## src/irq_pkg.sv

```systemverilog
/*
 * irq_pkg: register map, field positions, reset values and bus carrier types
 * for the core interrupt enable/flag block.
 * assumes an Avalon-MM slave with 32-bit data, one aligned word per register.
 */
package irq_pkg;
   localparam logic [3:0] ctrl_offset = 4'h0;
   localparam logic [3:0] pen1_offset = 4'h4;
   localparam logic [3:0] pflag1_offset = 4'h8;
   localparam logic [3:0] evt_offset = 4'hC;
   localparam int gie_bit = 7;
   localparam int peripheral_gating_enable_bit = 6;
   localparam int t0_en_bit = 5;
   localparam int edge_en_bit = 4;
   localparam int pc_en_bit = 3;
   localparam int t0_flag_bit = 2;
   localparam int edge_flag_bit = 1;
   localparam int pc_flag_bit = 0;
   localparam int evt_polarity_bit = 0;
   localparam logic [7:0] ctrl_reset = 8'h00;
   localparam logic [7:0] pen1_reset = 8'h00;
   localparam logic [7:0] pflag1_reset = 8'h00;
   localparam logic [7:0] ctrl_wr_mask = 8'hFE;
   localparam logic [15:0] vector_addr = 16'h0004;

   typedef struct packed {
      logic [3:0] address;
      logic read;
      logic write;
      logic [31:0] writedata;
      logic [3:0] byteenable;
   } bus_req_type;

   typedef struct packed {
      logic [31:0] readdata;
      logic waitrequest;
   } bus_rsp_type;
endpackage : irq_pkg

```

## src/core_irq_enable_flag_logic.sv

```systemverilog
/*
 * core_irq_enable_flag_logic: control register, peripheral enable and flag
 * registers, edge pin detector and the combined request to the core.
 * assumes event inputs from peripherals are one-cycle pulses on sys_clk_in,
 * the edge pin and pin-change summary come from outside and are synchronised.
 */
// Added by the designer: the Avalon-MM register port and the address map.
// Function
// RULE1: flags set regardless of any enable
// RULE2: software clears flag before enabling
// RULE3: control bit 7 is global enable
// RULE4: control bit 6 gates peripheral interrupts
// RULE5: peripheral source needs gating enable too
// RULE6: control bit 5 enables timer0 overflow
// RULE7: control bit 2 is timer0 overflow flag
// RULE8: control bit 4 enables edge pin
// RULE9: control bit 1 is edge pin flag
// RULE10: control bit 3 enables pin change
// RULE11: bit 0 shows any pin change pending
// RULE12: summary read-only, clears with all flags
// RULE13: control bits 7..1 rw, all reset zero
// RULE14: peripheral enable all rw, reset zero
// RULE15: peripheral bit 0 timer1 overflow
// RULE16: peripheral bit 1 timer2 match
// RULE17: peripheral bit 2 capture compare
// RULE18: peripheral bit 3 sync serial
// RULE19: bits 4,5 serial tx, rx
// RULE20: peripheral bit 6 adc
// RULE21: peripheral bit 7 timer1 gate
// RULE22: accept clears global enable, vectors
// RULE23: return sets global enable again
// RULE24: polarity select picks active edge
// RULE25: request is gated or of enabled flags
`timescale 1ns/1ps
module core_irq_enable_flag_logic
   import irq_pkg::*;
(
   input wire logic sys_clk_in,
   input wire logic rst_n_in,
   input wire logic [3:0] avs_address_in,
   input wire logic avs_read_in,
   input wire logic avs_write_in,
   input wire logic [31:0] avs_writedata_in,
   input wire logic [3:0] avs_byteenable_in,
   output logic [31:0] avs_readdata_out,
   output logic avs_waitrequest_out,
   input wire logic timer0_overflow_in,
   input wire logic edge_pin_in,
   input wire logic pin_change_pending_in,
   input wire logic [7:0] periph_event_in,
   input wire logic irq_accept_in,
   input wire logic return_from_service_in,
   output logic irq_request_out,
   output logic vector_load_out,
   output logic [15:0] vector_addr_out
);
   bus_req_type req;
   logic [7:0] ctrl_q, ctrl_d;
   logic [7:0] pen1_q, pen1_d;
   logic [7:0] pflag1_q, pflag1_d;
   logic polarity_q, polarity_d;
   logic ack_q;
   logic edge_s1_q, edge_s2_q, edge_s3_q;
   logic pc_s1_q, pc_s2_q;
   logic vector_q;

   assign req = '{address: avs_address_in, read: avs_read_in, write: avs_write_in,
                  writedata: avs_writedata_in, byteenable: avs_byteenable_in};

   // one wait cycle per access: a simple registered answer
   assign avs_waitrequest_out = (req.read | req.write) & ~ack_q;
   wire logic take = (req.read | req.write) & ack_q;
   wire logic wr_lane0 = take & req.write & req.byteenable[0];
   wire logic wr_ctrl = wr_lane0 & (req.address == ctrl_offset);
   wire logic wr_pen1 = wr_lane0 & (req.address == pen1_offset);
   wire logic wr_pflag1 = wr_lane0 & (req.address == pflag1_offset);
   wire logic wr_evt = wr_lane0 & (req.address == evt_offset);
   wire logic [7:0] wdata = req.writedata[7:0];

   // edge pin: rising when polarity set, falling when clear
   wire logic edge_rise = edge_s2_q & ~edge_s3_q;
   wire logic edge_fall = ~edge_s2_q & edge_s3_q;
   wire logic edge_hit = polarity_q ? edge_rise : edge_fall; // [RULE24]

   // accept only while global enable set; return re-enables
   wire logic accept = irq_accept_in & irq_request_out; // [RULE22]

   // flag sets win over software writes in the same cycle
   always_comb begin
      ctrl_d = ctrl_q;
      if (wr_ctrl) begin
         ctrl_d[7:1] = wdata[7:1]; // [RULE13]
      end
      if (timer0_overflow_in) begin
         ctrl_d[t0_flag_bit] = 1'b1; // [RULE1] [RULE7]
      end
      if (edge_hit) begin
         ctrl_d[edge_flag_bit] = 1'b1; // [RULE1] [RULE9]
      end
      if (accept) begin
         ctrl_d[gie_bit] = 1'b0; // [RULE22]
      end else if (return_from_service_in) begin
         ctrl_d[gie_bit] = 1'b1; // [RULE23]
      end
      ctrl_d[pc_flag_bit] = pc_s2_q; // [RULE11] [RULE12]
   end

   always_comb begin
      pen1_d = wr_pen1 ? wdata : pen1_q; // [RULE14]
      pflag1_d = (wr_pflag1 ? wdata : pflag1_q) | periph_event_in; // [RULE1]
      polarity_d = wr_evt ? wdata[evt_polarity_bit] : polarity_q;
   end

   wire logic [31:0] rd_mux =
      (req.address == ctrl_offset)   ? {24'h00_0000, ctrl_q} :
      (req.address == pen1_offset)   ? {24'h00_0000, pen1_q} :
      (req.address == pflag1_offset) ? {24'h00_0000, pflag1_q} :
      (req.address == evt_offset)    ? {31'h0000_0000, polarity_q} :
      32'h0000_0000;

   always_ff @(posedge sys_clk_in or negedge rst_n_in) begin
      if (!rst_n_in) begin
         ctrl_q <= ctrl_reset; // [RULE13]
         pen1_q <= pen1_reset; // [RULE14]
         pflag1_q <= pflag1_reset;
         polarity_q <= 1'b0;
      end else begin
         ctrl_q <= ctrl_d;
         pen1_q <= pen1_d;
         pflag1_q <= pflag1_d;
         polarity_q <= polarity_d;
      end
   end

   always_ff @(posedge sys_clk_in or negedge rst_n_in) begin
      if (!rst_n_in) begin
         ack_q <= 1'b0;
         avs_readdata_out <= 32'h0000_0000;
      end else begin
         ack_q <= (req.read | req.write) & ~ack_q;
         if ((req.read | req.write) & ~ack_q) begin
            avs_readdata_out <= req.read ? rd_mux : 32'h0000_0000;
         end
      end
   end

   // pins come from outside: two flops before any logic looks at them
   always_ff @(posedge sys_clk_in or negedge rst_n_in) begin
      if (!rst_n_in) begin
         edge_s1_q <= 1'b0;
         edge_s2_q <= 1'b0;
         edge_s3_q <= 1'b0;
         pc_s1_q <= 1'b0;
         pc_s2_q <= 1'b0;
      end else begin
         edge_s1_q <= edge_pin_in;
         edge_s2_q <= edge_s1_q;
         edge_s3_q <= edge_s2_q;
         pc_s1_q <= pin_change_pending_in;
         pc_s2_q <= pc_s1_q;
      end
   end

   // peripheral enable bits: 0 t1 ovf, 1 t2 match, 2 ccp, 3 sync serial,
   // 4 tx, 5 rx, 6 adc, 7 t1 gate
   wire logic periph_any = |(pen1_q & pflag1_q); // [RULE15] [RULE16] [RULE17] [RULE18] [RULE19] [RULE20] [RULE21]
   wire logic periph_req = ctrl_q[peripheral_gating_enable_bit] & periph_any; // [RULE4] [RULE5]
   wire logic core_req = (ctrl_q[t0_en_bit] & ctrl_q[t0_flag_bit]) // [RULE6]
                       | (ctrl_q[edge_en_bit] & ctrl_q[edge_flag_bit]) // [RULE8]
                       | (ctrl_q[pc_en_bit] & ctrl_q[pc_flag_bit]); // [RULE10]
   // stale flags fire at once on enable; software clears them first [RULE2]
   assign irq_request_out = ctrl_q[gie_bit] & (core_req | periph_req); // [RULE3] [RULE25]

   always_ff @(posedge sys_clk_in or negedge rst_n_in) begin
      if (!rst_n_in) begin
         vector_q <= 1'b0;
      end else begin
         vector_q <= accept; // [RULE22]
      end
   end
   assign vector_load_out = vector_q;
   assign vector_addr_out = vector_addr;
endmodule : core_irq_enable_flag_logic

```

## config.mk

```make
export PLATFORM = sky130hd
export DESIGN_NAME = core_irq_enable_flag_logic
export DESIGN_NICKNAME = d
export VERILOG_FILES = /design/src/irq_pkg.sv /design/src/core_irq_enable_flag_logic.sv
export SDC_FILE = /design/constraint.sdc
export NUM_CORES = 1
export LEC_CHECK = 0
export ABC_AREA = 1
export BUFFER_PORTS_ARGS = -buffer_cell sky130_fd_sc_hd__buf_2
export CAP_MARGIN = 5
export CORE_MARGIN = 2
export CORE_UTILIZATION = 40
export DETAILED_ROUTE_END_ITERATION = 16
export MAX_ROUTING_LAYER = met4
export PLACE_DENSITY = 0.71
export SLEW_MARGIN = 20
export SYNTH_ARGS = -nofsm -noshare
export SYNTH_HDL_FRONTEND = slang
export SYNTH_SLANG_ARGS = --single-unit
```

## constraint.sdc

```tcl
create_clock -name sys_clk_in -period 1.2 [get_ports sys_clk_in]
set_input_delay 0 -clock sys_clk_in [delete_from_list [all_inputs] [get_ports sys_clk_in]]
set_output_delay 0 -clock sys_clk_in [all_outputs]
set_load 0.02 [all_outputs]
```

-- After elaboration in Yosys (flattened, before gate mapping)
Cells that the tools add are included.
- flip-flop bits (word level): 64
- output and inout bits: 51
- equal/unequal tests: 3
- multiplexer cells: 12
- bitwise operators: 25
- reductions and logical operators: 5
- operator list (kind ; number):
    $mux W8 ; 5
    $and A1 B1 Y1 ; 16
    $and A8 B8 Y8 ; 1
    $eq A4 B4 Y1 const B ; 2
    $or A8 B8 Y8 ; 1
    $reduce_or A8 Y1 ; 1
    $mux W7 ; 1
    $mux W1 ; 6
    $eq A4 B3 Y1 const B ; 1
    $logic_not A4 Y1 ; 1
    $or A1 B1 Y1 ; 4
    $reduce_bool A2 Y1 ; 2
    $not A1 Y1 ; 3
    $reduce_bool A3 Y1 ; 1

-- Depth between registers and ports, before layout
- word-level depth: 8
- depth in mapped cells: 9
- mapped depth without buffers: 9

-- Worst setup path after synthesis
OpenSTA, ideal clock, no wires.
- kind: flip-flop to flip-flop
- start: register ack_q
- end: register avs_readdata_out[1]
- arrival time: 1195 ps
- slack: -60 ps
- cell stages (with the launch flop): 6
- buffers on the path: 0
- period minus slack after synthesis: 1260 ps
- path through: dfrtp_1 nor2_1 nand2_1 inv_1 o211ai_1 nand2_1
- word-level cells in the longest chain between the ends: 2
- ends and longest elaborated chain (what ; line ; source):
    start: declaration ; core_irq_enable_flag_logic.sv:62 ; logic ack_q;
    start signal: assignment ; core_irq_enable_flag_logic.sv:140 ; ack_q <= (req.read | req.write) & ~ack_q;
    $not A1 Y1 ; n/a ;
    $and A1 B1 Y1 ; n/a ;
    net avs_waitrequest_out ; core_irq_enable_flag_logic.sv:46 ; output logic avs_waitrequest_out,
    end signal: assignment ; core_irq_enable_flag_logic.sv:142 ; avs_readdata_out <= req.read ? rd_mux : 32'h0000_0000;
    end: declaration ; core_irq_enable_flag_logic.sv:45 ; output logic [31:0] avs_readdata_out,
The timed path passes the listed nets, and every way through them passes these cells.
A chain may end at the register's enable or synchronous reset.

-- Worst setup path in the final report
- start: register pen1_q[0]
- end: output irq_request_out
- word-level cells in the longest chain between the ends: 5
- ends and longest elaborated chain (what ; line ; source):
    start: declaration ; core_irq_enable_flag_logic.sv:59 ; logic [7:0] pen1_q, pen1_d;
    start signal: assignment ; core_irq_enable_flag_logic.sv:124 ; pen1_q <= pen1_reset;
    start signal: assignment ; core_irq_enable_flag_logic.sv:129 ; pen1_q <= pen1_d;
    $and A8 B8 Y8 ; core_irq_enable_flag_logic.sv:166 ; wire logic periph_any = |(pen1_q & pflag1_q);
    $reduce_or A8 Y1 ; core_irq_enable_flag_logic.sv:166 ;
    $and A1 B1 Y1 ; core_irq_enable_flag_logic.sv:167 ; wire logic periph_req = ctrl_q[peripheral_gating_enable_bit] & periph_any;
    $or A1 B1 Y1 ; core_irq_enable_flag_logic.sv:172 ; assign irq_request_out = ctrl_q[gie_bit] & (core_req | periph_req);
    $and A1 B1 Y1 ; core_irq_enable_flag_logic.sv:172 ;
    end: declaration ; core_irq_enable_flag_logic.sv:53 ; output logic irq_request_out,
Every way passes these cells.

==> results.ini <==
[status]
status = complete, but fails checks
violations = setup timing

[sta]
setup_viol_count_final = 1
hold_ws_ps = 23.5
hold_viol_final = 0
fin_crit_sh = 1.07
worst_slack_ps = -86.5
finalClockSkew_ps = 5.47
max_freq_mhz = 777
rsz0062_at_grt = true
min_period_ps = 1290
maxSlewViolCount = 0

[synth]
ys_seq_area_frac = 0.458
synth_common_cells = nand2_1, buf_4, dfrtp_1
ys_types = 23
netlist_area_sq_um = 2190
synth_edf_count = 0
synth_top_area_cell = dfrtp_1
synth-xor-area-share = 0
synth-compound-area-share = 0.110
yosysMostFrequentCell = nand2_1
synthFlopType = dfrtp_1
ys_warn_count = 0
synth.ff_latch_count = 40
synthAdderAreaFrac = 0
synthMuxAreaShare = 0
ys_top_cells_by_area = dfrtp_1, nand2_1, buf_4, o21ai_2, inv_1
synth_top_family_by_area = simple AND/OR/NAND/NOR gates
yosysTopAreaCellShare = 0.458
postSynthAreaPerCell_sq_um = 8.54
synthSimpleGateAreaFrac = 0.241
synth-async-reset-ratio = 1.00
syn_inst = 256

[final_layout]
fin_util = 0.548
fin_nets = 398
area_delta_synth_final_pct = 30.3
diodes = 0
drive_gt1_frac = 0.295

[cts]
cts_made_buffers = 5
clock_path_buffers = 2
htreeDepth = 2
cts_root_buf = clkbuf_8
clock-sinks = 40
worstSkewPairLatency_ps = 290
clk_pin_slew_ps = 70
cts_tree = built

[power_and_ir_drop]
powerDensity_nw_per_um2 = 1120
ir_drop_v = 0.000592
power.leakage_uw = 0.00154

[routing]
drt-total-wl_mm = 4.68
dr.pass1.iters = 4
wl_per_cell_um = 11.4
drtIter0Drc = 103
num_vias = 1774
drc = 0
vias_per_cell = 4.31
antenna_left = 0

[grt]
grt_pass1_wl_mm = 7.49
grt_pass1_vias = 1598
track_usage = 0.161
grt_max_degree = 41
grt_antenna_before_repair = 0
overflow = 0

[setup_path]
crit_path_frequent_cell = nand2_1
endpoint = irq_request_out
worstRegToRegCells = 10
required_ps = 1200
cp.depth = 7
worst_ep_arrival_time_ps = 1290
cp.buffers_inverters = 1
r2r_slack_ps = 20
slowest_stage = dfrtp_1
critPathKind = flip-flop to output pin
worst_path_largest_cell_delay_ps = 390
path_cells = nand2_1, nand2_1, nor2_1, nand2_1, nand2_2, a21oi_2, buf_6
cpLargestDelayFamily = flip-flops
critPathCaptureType = output pin
startpoint = pen1_q[0]$_DFFE_PN0P_
crit_fanout = 3
r2r-start = pen1_q[0]$_DFFE_PN0P_
r2r_end = ctrl_q[7]$_DFFE_PN0P_
start_kind = flip-flop

[floorplanning]
row_count = 26
die_h_um = 77.9
die_x_um = 77.9
initial_utilization = 0.420
dieArea_sq_um = 6080
pin_count = 108
core_sq_um = 5200

[job]
drv_cap = 0

[place]
gp_congestion = 0.861
hpwlAfterDp_mm = 3.18
portBuffers = 40

[min_path]
hold_class = primary input to flip-flop

## timing repair
action | in CTS | in global routing
endpoints found under the hold margin | 57 | 0
gates resized for setup | 5 | 14
buffers inserted | 10 | 4
hold buffers | 22 | 0
setup endpoints to repair | 9 | 22
pin swaps | 3 | 5
cloned | 0 | 1
## cell usage in the layout (no fill, tap or decap)
cell type      count
nand3_2            2
clkinv_2           1
buf_6              1
nand2_4            3
nand3b_1           8
conb_1            40
nand3_1            4
o211ai_1           6
a21oi_2            3
buf_8              1
inv_2              3
inv_8              1
o21ai_0            8
buf_4             16
nor2_4             3
a21oi_1            4
nand2_8            2
clkbuf_1           2
o221ai_2           1
o21ai_2           10
inv_4              1
nor2_1             7
buf_2             39
buf_12             2
nor3_1             1
dfrtp_1           40
nand2_1           81
nor2_2             2
inv_1             15
nand2_2            4
clkbuf_8           6
o21ai_1            3
dlygate4sd3_1     22
## how the worst min path moves through the flow
stage / start / depth (start not counted) / end / slack, ps
global placement: rst_n_in / 2 / edge_s2_q$_DFF_PN0_ / -20
detailed placement: rst_n_in / 2 / edge_s1_q$_DFF_PN0_ / -9
floorplan: rst_n_in / 0 / ack_q$_DFF_PN0_ / -300
finish: avs_read_in / 3 / ack_q$_DFF_PN0_ / 20
CTS: avs_write_in / 3 / ack_q$_DFF_PN0_ / 20
global route: avs_write_in / 3 / ack_q$_DFF_PN0_ / 60
## report_power, final
group / total (uW) / leakage, uW / switching, uW / internal (uW)
registers: 1540 / 0.000471 / 75.8 / 1460
logic: 765 / 0.00102 / 465 / 300
clock network: 894 / 0.0000455 / 426 / 468
total: 3200 / 0.00154 / 967 / 2230
## kinds of logic after synthesis
| family | count (synthesis) |
|---|---|
| other | 2 |
| and+or+nand+nor | 116 |
| buffers and inverters | 63 |
| DFF | 40 |
| AOI/OAI and AO/OA | 35 |
## state kept, by name (all words and copies together), names as in the netlist, 8 cells and up
signal            cells
avs_readdata_out      8
ctrl_q                8
pflag1_q              8
pen1_q                8
## worst register-to-register path, stage by stage (launching register included)
cell and delay, ps:
dfrtp_1 390, nand2_1 80, nand2_1 80, nor2_1 40, nand2_1 70, nand2_2 60, buf_4 130, nand2_1 60
nand3_2 70, nand2_1 60, inv_1 30
## cell type report
class | count | area, sq um
Clock buffer | 8 | 90.1
Inverter | 21 | 90.1
Tap cell | 70 | 87.6
Multi-Input combinational cell | 192 | 980
Timing Repair Buffer | 81 | 602
Sequential cell | 40 | 1000
Fill cell | 487 | 2350
## stage by stage
stage               area [sq um]  power [uW]  setup WS [ps]  setup TNS (ps)  cells
detailed placement          2360        2170          -33.7            -113    367
global route                2850        3380           -153            -291    412
CTS                         2770        3170          -67.4           -67.4    407
finish                      2850        3200          -86.5           -86.5    412
global placement            2360        2160          -26.9            -199    367
floorplan                   2330        2070           63.6               0    294
## layer usage
layer  up-vias  share of wire  GRT usage
met4         0          0.024     0.0561
met3        13          0.061     0.0442
met5         -              0          -
li1        903              -          -
met2        71           0.47      0.266
met1       787           0.44      0.190
(Power assumes the default switching activity.)
